===== src/verilog/wspc_pkg.sv =====
// Package: register map, field positions, reset values and timing of the watchdog and power control block
package wspc_pkg;
	// Register indices; byte address is four times the index
	localparam logic [9:0] PWR_CTRL_IDX = 10'h08f;
	localparam logic [9:0] OPTION_IDX = 10'h081;
	localparam logic [9:0] STATUS_IDX = 10'h083;
	localparam int WB_ADR_W = 12;

	// Power control fields
	localparam int PWR_HIB_BIT = 7;
	localparam int PWR_REF_BIT = 5;
	localparam int PWR_LS_BIT = 4;
	localparam int PWR_OSC_BIT = 3;
	localparam int PWR_CMP_BIT = 2;
	localparam int PWR_TEMP_BIT = 1;
	localparam int PWR_CONV_BIT = 0;
	localparam logic [7:0] PWR_RESET = 8'h3f;
	localparam logic [7:0] PWR_WMASK = 8'hbf;

	// Option fields: prescaler ratio select and assignment to the watchdog
	localparam int OPT_PS_LSB = 0;
	localparam int OPT_PS_W = 3;
	localparam int OPT_PSA_BIT = 3;
	localparam logic [3:0] OPT_RESET = 4'h0;

	// Status fields
	localparam int STAT_TO_BIT = 0;
	localparam int STAT_PD_BIT = 1;
	localparam int STAT_STATE_LSB = 2;
	localparam int STAT_WDT_BIT = 4;

	// Watchdog timing
	localparam int WDT_PERIOD_US = 18000;
	localparam int RC_FREQ_KHZ = 1000;
	localparam int WDT_BASE_TICKS = WDT_PERIOD_US * RC_FREQ_KHZ / 1000;

	// Wake-capable interrupt sources
	localparam int N_WAKE_IRQ = 6;
	localparam int IRQ_PUSH_BUTTON_PIN = 0;
	localparam int IRQ_PORTC = 1;
	localparam int IRQ_SERIAL = 2;
	localparam int IRQ_REFCMP = 3;
	localparam int IRQ_CONV = 4;
	localparam int IRQ_CONVTMR = 5;

	typedef enum logic [1:0] {
		WSPC_RUN,
		WSPC_SLEEP,
		WSPC_HIBERNATE
	} wspc_state_t;
endpackage


===== src/verilog/wspc_top.sv =====
// Watchdog timer with sleep, hibernate and analog power control
`timescale 1ns/100ps

module wspc_top #(
	parameter int WDT_BASE_TICKS = wspc_pkg::WDT_BASE_TICKS
) (
	input wire logic clock_in,
	input wire logic nrst_in,
	// Wishbone slave
	input wire logic wb_cyc_in,
	input wire logic wb_stb_in,
	input wire logic wb_we_in,
	input wire logic [wspc_pkg::WB_ADR_W-1:0] wb_adr_in,
	input wire logic [3:0] wb_sel_in,
	input wire logic [31:0] wb_dat_in,
	output logic [31:0] wb_dat_out,
	output logic wb_ack_out,
	// Core and pins
	input wire logic watchdog_config_enable_in,
	input wire logic wdt_rc_osc_in,
	input wire logic master_reset_pin_n_in,
	input wire logic sleep_instr_in,
	input wire logic watchdog_clear_instr_in,
	input wire logic global_irq_enable_in,
	input wire logic [wspc_pkg::N_WAKE_IRQ-1:0] irq_enable_in,
	input wire logic [wspc_pkg::N_WAKE_IRQ-1:0] irq_flag_in,
	output logic device_reset_out,
	output logic wake_out,
	output logic wake_to_vector_out,
	output logic cpu_clk_en_out,
	output logic main_osc_en_out,
	output logic wdt_osc_en_out,
	output logic io_hold_out,
	output logic pullup_disable_out,
	output logic input_buffer_gate_out,
	output logic timeout_flag_n_out,
	output logic powerdown_flag_n_out,
	output logic temp_sensor_off_out,
	output logic references_off_out,
	output logic comparator_off_out,
	output logic converter_off_out,
	output logic level_shift_off_out
);
	localparam int CNT_W = $clog2(WDT_BASE_TICKS + 1);
	localparam int PSC_W = (1 << wspc_pkg::OPT_PS_W) - 1;

	typedef struct packed {
		wspc_pkg::wspc_state_t state;
		logic ack;
		logic [31:0] rdata;
		logic [7:0] pwr;
		logic [3:0] opt;
		logic to_n;
		logic pd_n;
		logic [CNT_W-1:0] wdt_cnt;
		logic [PSC_W-1:0] ps_cnt;
		logic rc_s1;
		logic rc_s2;
		logic rc_prev;
		logic master_reset_pin_n_s1;
		logic master_reset_pin_n_s2;
		logic rst;
		logic wake;
		logic vec;
	} wspc_regs_t;

	wspc_regs_t cur_ff;
	wspc_regs_t nxt_ff;

	logic wdt_active;
	logic rc_edge;
	logic [PSC_W-1:0] ps_limit;
	logic ps_tick;
	logic expire;
	logic irq_wake;
	logic wdt_clear;
	logic bus_req;
	logic [9:0] reg_idx;
	logic [7:0] wr_byte;

	// Watchdog enable and RC oscillator edge detection
	always_comb begin
		wdt_active = watchdog_config_enable_in && (cur_ff.state != wspc_pkg::WSPC_HIBERNATE);
		rc_edge = cur_ff.rc_s2 && !cur_ff.rc_prev;
	end

	// Prescaler ratio: 2^n when assigned to the watchdog, 1:1 otherwise
	always_comb begin
		if (cur_ff.opt[wspc_pkg::OPT_PSA_BIT]) begin
			ps_limit = PSC_W'((1 << cur_ff.opt[wspc_pkg::OPT_PS_LSB +: wspc_pkg::OPT_PS_W]) - 1);
		end else begin
			ps_limit = '0;
		end
		ps_tick = wdt_active && rc_edge && (cur_ff.ps_cnt >= ps_limit);
		expire = ps_tick && (cur_ff.wdt_cnt == CNT_W'(WDT_BASE_TICKS - 1));
	end

	// Wake sources gated by their own enables only; global enable ignored here
	always_comb begin
		irq_wake = |(irq_enable_in & irq_flag_in);
		wdt_clear = watchdog_clear_instr_in || sleep_instr_in;
		bus_req = wb_cyc_in && wb_stb_in && !cur_ff.ack;
		reg_idx = wb_adr_in[wspc_pkg::WB_ADR_W-1:2];
		wr_byte = wb_dat_in[7:0];
	end

	// Next-state logic for the whole block
	always_comb begin
		nxt_ff = cur_ff;
		nxt_ff.rst = 1'b0;
		nxt_ff.wake = 1'b0;
		nxt_ff.vec = 1'b0;

		// Two-stage synchronisers for pins from other domains
		nxt_ff.rc_s1 = wdt_rc_osc_in;
		nxt_ff.rc_s2 = cur_ff.rc_s1;
		nxt_ff.rc_prev = cur_ff.rc_s2;
		nxt_ff.master_reset_pin_n_s1 = master_reset_pin_n_in;
		nxt_ff.master_reset_pin_n_s2 = cur_ff.master_reset_pin_n_s1;

		// Watchdog counter and prescaler advance on RC edges
		if (wdt_active && rc_edge) begin
			if (ps_tick) begin
				nxt_ff.ps_cnt = '0;
				nxt_ff.wdt_cnt = expire ? '0 : cur_ff.wdt_cnt + CNT_W'(1);
			end else begin
				nxt_ff.ps_cnt = cur_ff.ps_cnt + PSC_W'(1);
			end
		end
		if (!wdt_active) begin
			nxt_ff.wdt_cnt = '0;
			nxt_ff.ps_cnt = '0;
		end

		// Watchdog expiry clears the time-out flag
		if (expire) begin
			nxt_ff.to_n = 1'b0;
		end

		case (cur_ff.state)
			wspc_pkg::WSPC_RUN: begin
				if (expire) begin
					nxt_ff.rst = 1'b1;
				end else if (sleep_instr_in) begin
					// Sleep entry; next instruction already prefetched by the core
					nxt_ff.wdt_cnt = '0;
					nxt_ff.ps_cnt = '0;
					nxt_ff.pd_n = 1'b0;
					nxt_ff.to_n = 1'b1;
					if (cur_ff.pwr[wspc_pkg::PWR_HIB_BIT]) begin
						nxt_ff.state = wspc_pkg::WSPC_HIBERNATE;
					end else begin
						nxt_ff.state = wspc_pkg::WSPC_SLEEP;
					end
				end else if (wdt_clear) begin
					nxt_ff.wdt_cnt = '0;
					nxt_ff.ps_cnt = '0;
					nxt_ff.to_n = 1'b1;
					nxt_ff.pd_n = 1'b1;
				end
			end
			wspc_pkg::WSPC_SLEEP, wspc_pkg::WSPC_HIBERNATE: begin
				if (irq_wake || expire) begin
					// Interrupt or watchdog wake resumes at the prefetched instruction
					nxt_ff.state = wspc_pkg::WSPC_RUN;
					nxt_ff.wake = 1'b1;
					nxt_ff.vec = irq_wake && global_irq_enable_in;
					nxt_ff.wdt_cnt = '0;
					nxt_ff.ps_cnt = '0;
				end
			end
			default: begin
				nxt_ff.state = wspc_pkg::WSPC_RUN;
			end
		endcase

		// External reset pin resets the device from any state back to run, with no wake pulse
		if (!cur_ff.master_reset_pin_n_s2) begin
			nxt_ff.state = wspc_pkg::WSPC_RUN;
			nxt_ff.rst = 1'b1;
			nxt_ff.wake = 1'b0;
			nxt_ff.vec = 1'b0;
			nxt_ff.wdt_cnt = '0;
			nxt_ff.ps_cnt = '0;
		end

		// Wishbone slave: one-cycle ack, zero for unmapped reads
		nxt_ff.ack = bus_req;
		if (bus_req) begin
			nxt_ff.rdata = '0;
			case (reg_idx)
				wspc_pkg::PWR_CTRL_IDX: begin
					nxt_ff.rdata[7:0] = cur_ff.pwr;
					if (wb_we_in && wb_sel_in[0]) begin
						nxt_ff.pwr = wr_byte & wspc_pkg::PWR_WMASK;
					end
				end
				wspc_pkg::OPTION_IDX: begin
					nxt_ff.rdata[3:0] = cur_ff.opt;
					if (wb_we_in && wb_sel_in[0]) begin
						nxt_ff.opt = wr_byte[3:0];
					end
				end
				wspc_pkg::STATUS_IDX: begin
					nxt_ff.rdata[wspc_pkg::STAT_TO_BIT] = cur_ff.to_n;
					nxt_ff.rdata[wspc_pkg::STAT_PD_BIT] = cur_ff.pd_n;
					nxt_ff.rdata[wspc_pkg::STAT_STATE_LSB +: 2] = cur_ff.state;
					nxt_ff.rdata[wspc_pkg::STAT_WDT_BIT] = wdt_active;
				end
				default: begin
					nxt_ff.rdata = '0;
				end
			endcase
		end
	end

	// State register; power-on reset sets both status flags
	always_ff @(posedge clock_in or negedge nrst_in) begin
		if (!nrst_in) begin
			cur_ff <= '0;
			cur_ff.state <= wspc_pkg::WSPC_RUN;
			cur_ff.pwr <= wspc_pkg::PWR_RESET;
			cur_ff.opt <= wspc_pkg::OPT_RESET;
			cur_ff.to_n <= 1'b1;
			cur_ff.pd_n <= 1'b1;
			cur_ff.master_reset_pin_n_s1 <= 1'b1;
			cur_ff.master_reset_pin_n_s2 <= 1'b1;
		end else begin
			cur_ff <= nxt_ff;
		end
	end

	// Bus outputs
	assign wb_ack_out = cur_ff.ack;
	assign wb_dat_out = cur_ff.rdata;

	// Reset and wake signalling to the core; no drive on the reset pin
	assign device_reset_out = cur_ff.rst;
	assign wake_out = cur_ff.wake;
	assign wake_to_vector_out = cur_ff.vec;

	// Clock and power gating
	assign cpu_clk_en_out = (cur_ff.state == wspc_pkg::WSPC_RUN);
	assign main_osc_en_out = (cur_ff.state == wspc_pkg::WSPC_RUN) || !cur_ff.pwr[wspc_pkg::PWR_OSC_BIT];
	assign wdt_osc_en_out = wdt_active;
	assign io_hold_out = (cur_ff.state != wspc_pkg::WSPC_RUN);
	assign pullup_disable_out = (cur_ff.state == wspc_pkg::WSPC_HIBERNATE);
	assign input_buffer_gate_out = (cur_ff.state == wspc_pkg::WSPC_HIBERNATE);

	// Status flags
	assign timeout_flag_n_out = cur_ff.to_n;
	assign powerdown_flag_n_out = cur_ff.pd_n;

	// Analog module power switches
	assign temp_sensor_off_out = cur_ff.pwr[wspc_pkg::PWR_TEMP_BIT];
	assign references_off_out = cur_ff.pwr[wspc_pkg::PWR_REF_BIT];
	assign comparator_off_out = cur_ff.pwr[wspc_pkg::PWR_CMP_BIT];
	assign converter_off_out = cur_ff.pwr[wspc_pkg::PWR_CONV_BIT];
	assign level_shift_off_out = cur_ff.pwr[wspc_pkg::PWR_LS_BIT];
endmodule

===== config.mk =====
export PLATFORM = sky130hd
export DESIGN_NAME = wspc_top
export DESIGN_NICKNAME = d
export VERILOG_FILES = /design/src/verilog/wspc_pkg.sv /design/src/verilog/wspc_top.sv
export SDC_FILE = /design/constraint.sdc
export NUM_CORES = 1
export LEC_CHECK = 0
export BUFFER_PORTS_ARGS = -buffer_cell sky130_fd_sc_hd__buf_2
export CORE_ASPECT_RATIO = 2
export CORE_MARGIN = 1.5
export CORE_UTILIZATION = 50
export CTS_CLUSTER_SIZE = 16
export DETAILED_ROUTE_END_ITERATION = 8
export PLACE_DENSITY = 0.83
export REMOVE_ABC_BUFFERS = 1
export SLEW_MARGIN = 20
export SYNTH_ARGS = -nofsm -noshare
export SYNTH_HDL_FRONTEND = slang
export SYNTH_SLANG_ARGS = --single-unit

===== constraint.sdc =====
create_clock -name clock_in -period 5.1 [get_ports clock_in]
set_input_delay 0.51 -clock clock_in [delete_from_list [all_inputs] [get_ports clock_in]]
set_output_delay 0.51 -clock clock_in [all_outputs]
set_load 0.02 [all_outputs]

# Yosys cells after proc, flatten, opt, wreduce, memory -nomap -nowiden

Index checks and enable logic that the tools add are counted.

Bits in registers: 54
Input port bits: 71
Output and inout bits: 49
Logic and storage cells: 86

Add/subtract/negate cells: 3
$lt $le $gt $ge: 1
Equality and inequality tests: 10
Shift operators: 1
Multiplexer cells: 28
Bitwise operators: 2
Reductions and logical operators: 24

Operators by type and width:

| cell                    | count |
|---|---|
| $mux W22                | 4 |
| $mux W24                | 3 |
| $pmux W22 S2            | 1 |
| $eq A10 B8 Y1 const B   | 3 |
| $mux W15                | 2 |
| $mux W2                 | 8 |
| $add A15 B1 Y15 const B | 1 |
| $eq A15 B15 Y1 const B  | 1 |
| $mux W7                 | 2 |
| $pmux W4 S3             | 1 |
| $reduce_and A3 Y1       | 4 |
| $logic_and A1 B1 Y1     | 9 |
| $ne A3 B3 Y1 const B    | 3 |
| $add A7 B1 Y7 const B   | 1 |
| $ge A7 B7 Y1            | 1 |
| $shl A1 B3 Y7 const A   | 1 |
| $sub A7 B2 Y7 const B   | 1 |
| $and A6 B6 Y6           | 1 |
| $mux W3                 | 2 |
| $reduce_or A6 Y1        | 1 |
| $pmux W2 S2             | 1 |
| $reduce_bool A2 Y1      | 2 |
| $logic_not A1 Y1        | 3 |
| $logic_or A1 B1 Y1      | 3 |
| 8 further kinds         | 10 |

# Logic depth before layout (Yosys ltp)

Gate-level depths: netlist (run 1).

Depth in word-level cells: 15
Depth in mapped cells: 16
Depth with buffers taken out: 14

# Worst setup path before layout (run 1)

Ideal clock, no wire load.

Path type: reg-to-reg
Start point: reg cur_ff[32] (netlist name)
End point: reg cur_ff[20] (netlist name)
Setup time: 0.096 ns
Data arrival time: 2.991 ns
Data required time: 5.004 ns
Path slack: 2.013 ns
Stages on the path, launching flop included: 14
Buffers on the path: 0
Period minus slack after synthesis: 3.087 ns
Cell sequence: dfrtp_1 -> or3_1 -> ha_1 -> nor2_1 -> mux2i_1 -> o21ai_0 -> nand2_1 -> ha_1 -> a21oi_1 -> o21ai_0 -> a21oi_1 -> or4_4 -> a31o_4 -> a311oi_2

RTL lines:

| item                     | line            | text |
|---|---|---|
| start: declaration       | wspc_top.sv:67  | `wspc_regs_t cur_ff;` |
| start signal: assignment | wspc_top.sv:229 | `cur_ff <= nxt_ff;` |

==> results.md, run 1 <==
- Slew HR: 0.561
- Critical path class: reg2reg
- Port Buffers: 64
- Number of flip-flops in the largest register: 35
- Utilization after layout: 0.588
- Post-synthesis xor/xnor area fraction: 0.0445
- Hold path start: master_reset_pin_n_in
- #FFs+latches synth: 53
- Reg clk slew, reported paths: 0.07 ns
- Area delta synth->final: 13.1%
- Layout cell share with drive strength beyond 1: 0.269
- RSZ-0062 raised after global routing: false
- Drt drc: 0
- Drt first pass iters: 4
- Synth Area in Compound Gates: 0.100
- Register area share after synthesis: 0.425
- Top reg by flops: cur_ff
- Crit. Startpoint: cur_ff[34]$_DFFE_PN0P_
- Vias in the first global route: 2,602
- Syn Area/Cell: 9.24 um^2
- VDD IR max: 0.209 mV
- Hold Fails Final Rpt: 0
- Post-route ant nets: 0
- Final Cycle Share: 0.721
- Most frequent cells in the layout: 64 x buf_2, 43 x dfrtp_1, 42 x nand2_1, 37 x nor2_1, 25 x conb_1
- First-pass GRT wire length: 10,800 um
- Largest family of logic cells by synthesized area: simple AND/OR/NAND/NOR gates
- Largest net degree at the start of global routing: 54
- Most common cell after layout, fill and taps aside: buf_2
- Post-Syn Instances: 341
- Worst-Margin Slew: 0.658 ns
- Max-cap violations: 0
- Core area: 0.00606 mm^2
- TritonCTS Sinks: 53
- Yosys warning count: 0
- Root Buffer: clkbuf_16
- Die footprint: 0.00682 mm^2
- Max Freq: 272 MHz
- Hold buffers post-CTS: 0
- Critical Path AT: 3.89 ns
- DR vias/cell: 5.35
- Post CTS Setup Buffer Count: 0
- Status: finished, final reports clean
- Critical-path maximum fanout: 18
- Final setup margin: 1.42 ns
- Clock Skews: 0.00365 ns
- CTS max path bufs: 2
- Core Rows: 40
- Tmin final: 3.68 ns
- Antenna violations before repair: 0
- Syn Std Cell Area: 0.00315 mm^2
- Starting Density: 0.520
- Static leakage: 1.61 nW
- Total track usage: 0.205
- Worst reg2reg path depth: 14
- 1st-iter DRT viols: 116
- Power density cells: 253 mW/mm^2
- CTS tree: yes
- Simple-gate share of the synthesized area: 0.220
- TNS Setup: 0 ns
- Dpl hpwl: 4970 um
- Final slew viol count: 0
- Post-synth EDFFs: 0
- GRT overflow: 0
- Top_reg_cell synth: dfrtp_1
- WP data required: 5.31 ns
- Vias: 2,559
- Worst Hold Path Cells: 1
- Nets@finish: 477
- Ant. Diodes: 0
- Final setup vio count: 0
- CTS HTree Levels: 2
- Post-synthesis adder-cell area fraction: 0.0516
- Clk_lat worst skew: 0.29 ns
- CP Launch Type: flop
- Die height: 115 um
- Tot Pwr: 900 uW
- Hold WC Path Type: in2reg
- Mux share of post-synthesis cell area: 0.0552
- Synth cell types: 45
- Routability cong.: 0.941
- Chip width: 59.1 um
- WL final: 6550 um
- WL/cell: 13.7 um
- Critical Path End Type: flop
- Clock buffer count from CTS: 5
- Hold WS: 0.313 ns
- Worst Setup Slack post-DPL: 1.47 ns
- Top Ports: 120
- Async SR Flop Fraction: 1.00
- Resize count post-CTS: 0
- Worst reg2reg startpoint: cur_ff[34]$_DFFE_PN0P_
[layer usage]
| layer | wire length (um) | vias up | part of all wire | track usage |
|---|---|---|---|---|
| met4 | 271 | 0 | 0.041 | 0.132 |
| met3 | 240 | 25 | 0.037 | 0.0349 |
| met5 | 0 | - | 0 | 0 |
| met1 | 2350 | 1218 | 0.36 | 0.204 |
| met2 | 3680 | 98 | 0.56 | 0.373 |
| li1 | - | 1218 | - | - |
[power by group]
group          internal (mW)  switching [mW]  total [mW]
Combinational         0.0249          0.0565      0.0814
Clock                  0.232           0.155       0.387
Sequential             0.427         0.00384       0.431
Total                  0.685           0.215       0.900
[through the flow]
stage / instances / instance area (um^2)
after detailed placement: 470 / 3390
after floorplan: 319 / 2940
after CTS: 478 / 3560
after global routing: 478 / 3560
after global placement: 470 / 3390
final: 478 / 3560
[layout make-up]
type	count	area, um^2
Timing Repair Buffer	67	343
Inverter	7	26.3
Fill cell	524	2490
Clock buffer	5	125
Multi-Input combinational cell	259	1580
Sequential cell	53	1340
Clock inverter	3	46.3
Tap cell	84	105
[worst max-delay path: stages, from the launching register on]
cell and delay [ns]:
dfrtp_1 0.51, or3_1 0.42, ha_1 0.26, nor2_1 0.18, mux2i_1 0.10, o21ai_0 0.16, nand2_1 0.08, ha_1 0.30
a21oi_1 0.14, o21ai_0 0.09, a21oi_1 0.46, buf_4 0.32, nand2b_1 0.20, nand2_1 0.19, a21oi_1 0.19
[synth_stat cells (all sizes together) (2+ instances only)]
| cell | n | area share |
|---|---|---|
| a31oi | 2 | 0.0040 |
| nand4 | 8 | 0.016 |
| ha | 13 | 0.052 |
| nor3b | 2 | 0.0048 |
| nand2b | 2 | 0.0040 |
| dfstp | 10 | 0.083 |
| or2 | 3 | 0.0060 |
| mux2 | 11 | 0.039 |
| or3 | 4 | 0.0079 |
| a22oi | 3 | 0.0071 |
| nand2 | 42 | 0.050 |
| and3 | 2 | 0.0040 |
| nor4b | 3 | 0.0083 |
| nor4 | 3 | 0.011 |
| nand3 | 16 | 0.027 |
| o21ai | 12 | 0.019 |
| clkbuf | 13 | 0.015 |
| nor2 | 37 | 0.044 |
| xor2 | 5 | 0.014 |
| buf | 33 | 0.079 |
| inv | 7 | 0.0083 |
| xnor2 | 11 | 0.031 |
| and2 | 2 | 0.0040 |
| nor3 | 7 | 0.013 |
| o21a | 2 | 0.0048 |
| dfrtp | 43 | 0.34 |
| nor2b | 3 | 0.0060 |
| mux2i | 5 | 0.016 |
| a211oi | 2 | 0.0048 |
| a21oi | 23 | 0.037 |
[path summary, 6_finish.rpt]
path                                     endpoint  slack [ns]
max reg2reg                   cur_ff[9]$_DFF_PN0_        1.42
min reg2reg                   cur_ff[6]$_DFF_PN0_        0.35
max in group asynchronous  cur_ff[35]$_DFFE_PN0P_        4.33
max                           cur_ff[9]$_DFF_PN0_        1.42
min                           cur_ff[4]$_DFF_PN1_        0.31
min in group asynchronous     cur_ff[7]$_DFF_PN0_        0.32
[kinds of logic (layout without fill, tap and decap cells)]
family                     count (synthesis)  in the layout
and+or+nand+nor                          138            138
DFF                                       53             53
buffers and inverters                     53             82
AOI/OAI and AO/OA                         51             51
xor gates and xnor gates                  16             16
muxes                                     16             16
adders and majority gates                 13             13
other                                      1             25
No activity file was read; power rests on OpenSTA's default activity.
==> inputs of run 2 (changes only) <==
--- a/config.mk
+++ b/config.mk
@@ -8,10 +8,10 @@
 export BUFFER_PORTS_ARGS = -buffer_cell sky130_fd_sc_hd__buf_2
 export CORE_ASPECT_RATIO = 2
 export CORE_MARGIN = 1.5
-export CORE_UTILIZATION = 50
+export CORE_UTILIZATION = 49
 export CTS_CLUSTER_SIZE = 16
 export DETAILED_ROUTE_END_ITERATION = 8
-export PLACE_DENSITY = 0.83
+export PLACE_DENSITY = 0.82
 export REMOVE_ABC_BUFFERS = 1
 export SLEW_MARGIN = 20
 export SYNTH_ARGS = -nofsm -noshare
==> constraint.sdc (replaced) <==
create_clock -name clock_in -period 3.7 [get_ports clock_in]
set_input_delay 0.37 -clock clock_in [delete_from_list [all_inputs] [get_ports clock_in]]
set_output_delay 0.37 -clock clock_in [all_outputs]
set_load 0.02 [all_outputs]
==> run 2 against run 1 <==
  * Die area is 2.0% higher
  * Maximum frequency is 7.1% higher
  * Final area is 1.3% higher
  * Flip-flop and latch count stayed put
  * Sequential power is 38% higher
  * Critical path type unchanged
==> results.md, run 2 (synthesis results as in run 1) <==
- Routability cong.: 0.910
- Static leakage: 1.64 nW
- Worst-Margin Slew: 0.810 ns
- TNS Setup: 0 ns
- Reg clk slew, reported paths: 0.07 ns
- Multi-input logic area: 0.00158 mm^2
- Final setup vio count: 0
- Max Freq: 291 MHz
- WL final: 6540 um
- Die footprint: 0.00695 mm^2
- Final Cycle Share: 0.929
- Largest net degree at the start of global routing: 38
- DR vias/cell: 5.22
- First-pass GRT wire length: 10,300 um
- CTS tree: yes
- Worst reg2reg path depth: 13
- Dpl hpwl: 5050 um
- Placed cell count: 475
- Status: finished, final reports clean
- Port Buffers: 64
- WL/cell: 13.5 um
- Fillers: 553
- Ant. Diodes: 0
- Drt first pass iters: 4
- Chip width: 59.7 um
- Critical Path AT: 3.64 ns
- Critical path class: reg2reg
- FF-to-FF setup slack: 0.26 ns
- Number of flip-flops in the largest register: 35
- Die height: 116 um
- Crit. Startpoint: cur_ff[32]$_DFFE_PN0P_
- Worst setup path end: cur_ff[20]$_DFF_PN0_
- Area delta synth->final: 14.6%
- Worst reg2reg startpoint: cur_ff[32]$_DFFE_PN0P_
- Critical Path End Type: flop
- Utilization after layout: 0.577
- CTS HTree Levels: 2
- Antenna violations before repair: 0
- Vias in the first global route: 2,399
- Tmin final: 3.44 ns
- Critical-path maximum fanout: 8
- VDD IR max: 0.505 mV
- Hold buffers post-CTS: 0
- TritonCTS Sinks: 53
- Crit Reg-Reg Endpoint: cur_ff[20]$_DFF_PN0_
- Vias: 2,523
- Most frequent cells in the layout: 64 x buf_2, 43 x dfrtp_1, 42 x nand2_1, 37 x nor2_1, 25 x conb_1
- Core Rows: 41
- CTS max path bufs: 2
- Final slew viol count: 0
- Starting Density: 0.503
- Drt drc: 0
- Nets@finish: 480
- Total track usage: 0.197
- GRT overflow: 0
- RSZ-0062 raised after global routing: false
- Root Buffer: clkbuf_16
- Max-cap violations: 0
- WP data required: 3.91 ns
- Post-route ant nets: 0
- Non-filler cells in the finished layout: 483
- Top reg by flops: cur_ff
- Clock buffer count from CTS: 5
- 1st-iter DRT viols: 92
- Layout cell share with drive strength beyond 1: 0.277
- Hold Fails Final Rpt: 0
- Core area: 0.00626 mm^2
- Clock Skews: 0.00714 ns
- Power density cells: 360 mW/mm^2
- Storage element area: 0.00134 mm^2
- Most common cell after layout, fill and taps aside: buf_2
- CP Launch Type: flop
- Hold WS: 0.156 ns
- Clk_lat worst skew: 0.30 ns
- Hold WC Path Type: in2async
- Slew HR: 0.460
- Top Ports: 120
[run 2: final cells by class]
class | count | share of cell area
multi-input combinational | 259 | 0.438
sequential | 53 | 0.371
timing repair buffer | 70 | 0.101
clock buffer | 5 | 0.0347
tap | 86 | 0.0298
clock inverter | 3 | 0.0180
inverter | 7 | 0.00728
[run 2: power by group]
group	internal [mW]	switching, mW
Clock	0.386	0.207
Combinational	0.0344	0.0773
Sequential	0.589	0.00481
[run 2: worst min path at each step]
stage,to,slack (ns),cells after the start
floorplan,cur_ff[10]$_DFF_PN0_,0.07,0
global placement,cur_ff[6]$_DFF_PN0_,0.33,0
detailed placement,cur_ff[6]$_DFF_PN0_,0.34,0
CTS,cur_ff[4]$_DFF_PN1_,0.17,1
global route,cur_ff[4]$_DFF_PN1_,0.16,1
finish,wb_ack_out$_DFF_PN0_,0.16,1
[run 2: worst max-delay path, stage by stage, from the launching register on]
cell	delay (ns)
dfrtp_1	0.47
or3_1	0.42
ha_1	0.26
nor2_1	0.16
mux2i_1	0.09
o21ai_0	0.15
nand2_1	0.08
ha_1	0.31
a21oi_1	0.06
o21ai_0	0.21
a21oi_2	0.11
or4_4	0.55
a31o_4	0.30
a311oi_2	0.19
[run 2: per-layer routing]
| layer | track usage | up-vias | routed length [um] |
|---|---|---|---|
| met5 | 0 | - | 0 |
| met4 | 0.117 | 0 | 238 |
| met3 | 0.0465 | 22 | 256 |
| met1 | 0.183 | 1193 | 2260 |
| met2 | 0.366 | 80 | 3780 |
| li1 | - | 1228 | - |
[run 2: per-stage QoR]
step / power, mW / setup slack, ns / area (um^2)
floorplan: 0.665 / 0.0821 / 2940
global placement: 0.715 / 0.332 / 3420
detailed placement: 0.717 / 0.254 / 3420
CTS: 1.31 / 0.227 / 3610
global route: 1.35 / 0.0410 / 3610
finish: 1.30 / 0.264 / 3610
[run 2: timing repair]
action / CTS / global route
gates resized for setup: 0 / 1
setup buffers: 0 / 0
setup endpoints to repair: 0 / 6
==> inputs of run 3 (changes only) <==
--- a/config.mk
+++ b/config.mk
@@ -17,3 +17,4 @@
 export SYNTH_ARGS = -nofsm -noshare
 export SYNTH_HDL_FRONTEND = slang
 export SYNTH_SLANG_ARGS = --single-unit
+export TNS_END_PERCENT = 50
==> constraint.sdc (replaced) <==
create_clock -name clock_in -period 3.4 [get_ports clock_in]
set_input_delay 0.34 -clock clock_in [delete_from_list [all_inputs] [get_ports clock_in]]
set_output_delay 0.34 -clock clock_in [all_outputs]
set_load 0.02 [all_outputs]
==> run 3 against run 2 <==
  * Sequential share of layout area down 0.38 points
  * Maximum frequency up 5.7%
  * Clock skew shrank 0.00067 ns
  * Final area increased by 1.0%
  * Clock power rose by 9.8%
  * Power rose by 9.6%
  * Non-clock buffer count increased by 4
  * Global-route usage grew 0.44 points
  * Die area did not move
  * First-iteration DRC count up 77%
  * Critical path depth is the same
==> results.md, run 3 (synthesis results as in run 1) <==
- Clock buffer count from CTS: 5
- Slew HR: 0.514
- Logic pwr share: 0.088
- Clk_lat worst skew: 0.30 ns
- Critical path buffers and inverters: 0
- VDD IR max: 0.410 mV
- Dpl hpwl: 5240 um
- 1st-iter DRT viols: 163
- Drt drc: 0
- Hold WC Path Type: in2async
- Storage element area: 0.00134 mm^2
- Worst reg2reg startpoint: cur_ff[32]$_DFFE_PN0P_
- RSZ-0062 raised after global routing: false
- Most frequent cells in the layout: 64 x buf_2, 43 x dfrtp_1, 41 x nand2_1, 37 x nor2_1, 25 x conb_1
- Starting Density: 0.503
- Final setup vio count: 0
- Most common cell after layout, fill and taps aside: buf_2
- First-pass GRT wire length: 10,600 um
- Met3 wire length: 252 um
- Tmin final: 3.25 ns
- Crit Reg-Reg Endpoint: cur_ff[20]$_DFF_PN0_
- WP data required: 3.61 ns
- Largest net degree at the start of global routing: 34
- CP Launch Type: flop
- Vias: 2,594
- Number of flip-flops in the largest register: 35
- Fin area: 0.00365 mm^2
- TritonCTS Sinks: 53
- Cell family with most CP delay: simple AND/OR/NAND/NOR gates
- Final Cycle Share: 0.956
- Crit-path slowest cell: or4_4
- Fillers: 560
- Reg clk slew, reported paths: 0.07 ns
- Hold Fails Final Rpt: 0
- Final setup margin: 0.148 ns
- Multi-input logic area: 0.00159 mm^2
- Status: finished, final reports clean
- Critical-path maximum fanout: 7
- Die height: 116 um
- Worst setup path end: cur_ff[20]$_DFF_PN0_
- Critical Path AT: 3.46 ns
- Utilization after layout: 0.583
- Switching part of the total: 0.228
- Critical Path End Type: flop
- Post-route ant nets: 0
- Total track usage: 0.201
- Metal-1 WL: 2370 um
- TNS Setup: 0 ns
- Crit path depth: 13
- DR vias/cell: 5.33
- Worst Setup Slack post-DPL: 0.110 ns
- Core Rows: 41
- Psw: 324 uW
- P_int: 1.10 mW
- Crit-path cells: or3_1 -> ha_1 -> nor2_1 -> mux2i_1 -> o21ai_0 -> nand2_1 -> ha_1 -> a21oi_1 -> o21ai_0 -> a21oi_2 -> or4_4 -> a31o_4 -> a311oi_2
- Hold buffers post-CTS: 0
- Post CTS Setup Buffer Count: 0
- Core area: 0.00626 mm^2
- Static leakage: 1.66 nW
- Power density cells: 390 mW/mm^2
- GRT overflow: 0
- Drt first pass iters: 4
- Top Ports: 120
- CTS max path bufs: 2
- Area post-placement: 0.00345 mm^2
- Layout cell share with drive strength beyond 1: 0.289
- Critical path class: reg2reg
- Resize count post-CTS: 0
- Die footprint: 0.00695 mm^2
- Max Freq: 308 MHz
- Max-cap violations: 0
- Met2 wire length: 4080 um
- FF-to-FF setup slack: 0.15 ns
- Antenna violations before repair: 0
- WL/cell: 14.2 um
- Worst-Margin Slew: 0.729 ns
- Max stage delay on crit path: 0.54 ns
- Chip width: 59.7 um
- Nets@finish: 484
- Port Buffers: 64
- Final slew viol count: 0
- CTS HTree Levels: 2
- Top reg by flops: cur_ff
- Area delta synth->final: 15.8%
- Top layer in use: met4
- CTS tree: yes
- Routability cong.: 0.883
- Worst reg2reg path depth: 13
- Clock Skews: 0.00647 ns
- Clock network power share: 0.458
- Ant. Diodes: 0
- Sequential cell fraction of total power: 0.454
- Vias in the first global route: 2,458
- WL final: 6940 um
- Root Buffer: clkbuf_16
- Crit. Startpoint: cur_ff[32]$_DFFE_PN0P_
[run 3: layout make-up]
type / instances / share of cell area
Clock buffer: 5 / 0.0343
Clock inverter: 3 / 0.0178
Inverter: 7 / 0.00720
Multi-Input combinational cell: 259 / 0.436
Sequential cell: 53 / 0.367
Tap cell: 86 / 0.0295
Timing Repair Buffer: 74 / 0.108
[run 3: per-layer routing]
| metal | vias up | global-route usage |
|---|---|---|
| met4 | 0 | 0.129 |
| met1 | 1264 | 0.188 |
| met2 | 81 | 0.377 |
| met5 | - | 0 |
| met3 | 17 | 0.0354 |
| li1 | 1232 | - |
[run 3: worst min-delay path by stage]
stage                                     start                         to
after floorplan                         nrst_in       cur_ff[10]$_DFF_PN0_
after global placement      cur_ff[7]$_DFF_PN0_        cur_ff[6]$_DFF_PN0_
after detailed placement    cur_ff[7]$_DFF_PN0_        cur_ff[6]$_DFF_PN0_
after CTS                               nrst_in  wb_dat_out[5]$_DFFE_PN0P_
after global routing      master_reset_pin_n_in        cur_ff[4]$_DFF_PN1_
final                                   nrst_in  wb_dat_out[5]$_DFFE_PN0P_
[run 3: power groups by stage]
stage / combinational (mW) / clock (mW) / sequential [mW]
finish: 0.125 / 0.652 / 0.647
global route: 0.138 / 0.691 / 0.647
CTS: 0.124 / 0.662 / 0.646
detailed placement: 0.124 / 0 / 0.658
global placement: 0.121 / 0 / 0.658
floorplan: 0.0616 / 0 / 0.662
[run 3: per-stage QoR]
step	hold slack (ns)	total power [mW]	instances
final	0.0931	1.42	487
after global routing	0.131	1.48	487
after CTS	0.116	1.43	487
after detailed placement	0.335	0.782	479
after global placement	0.333	0.778	479
after floorplan	0.0444	0.724	319
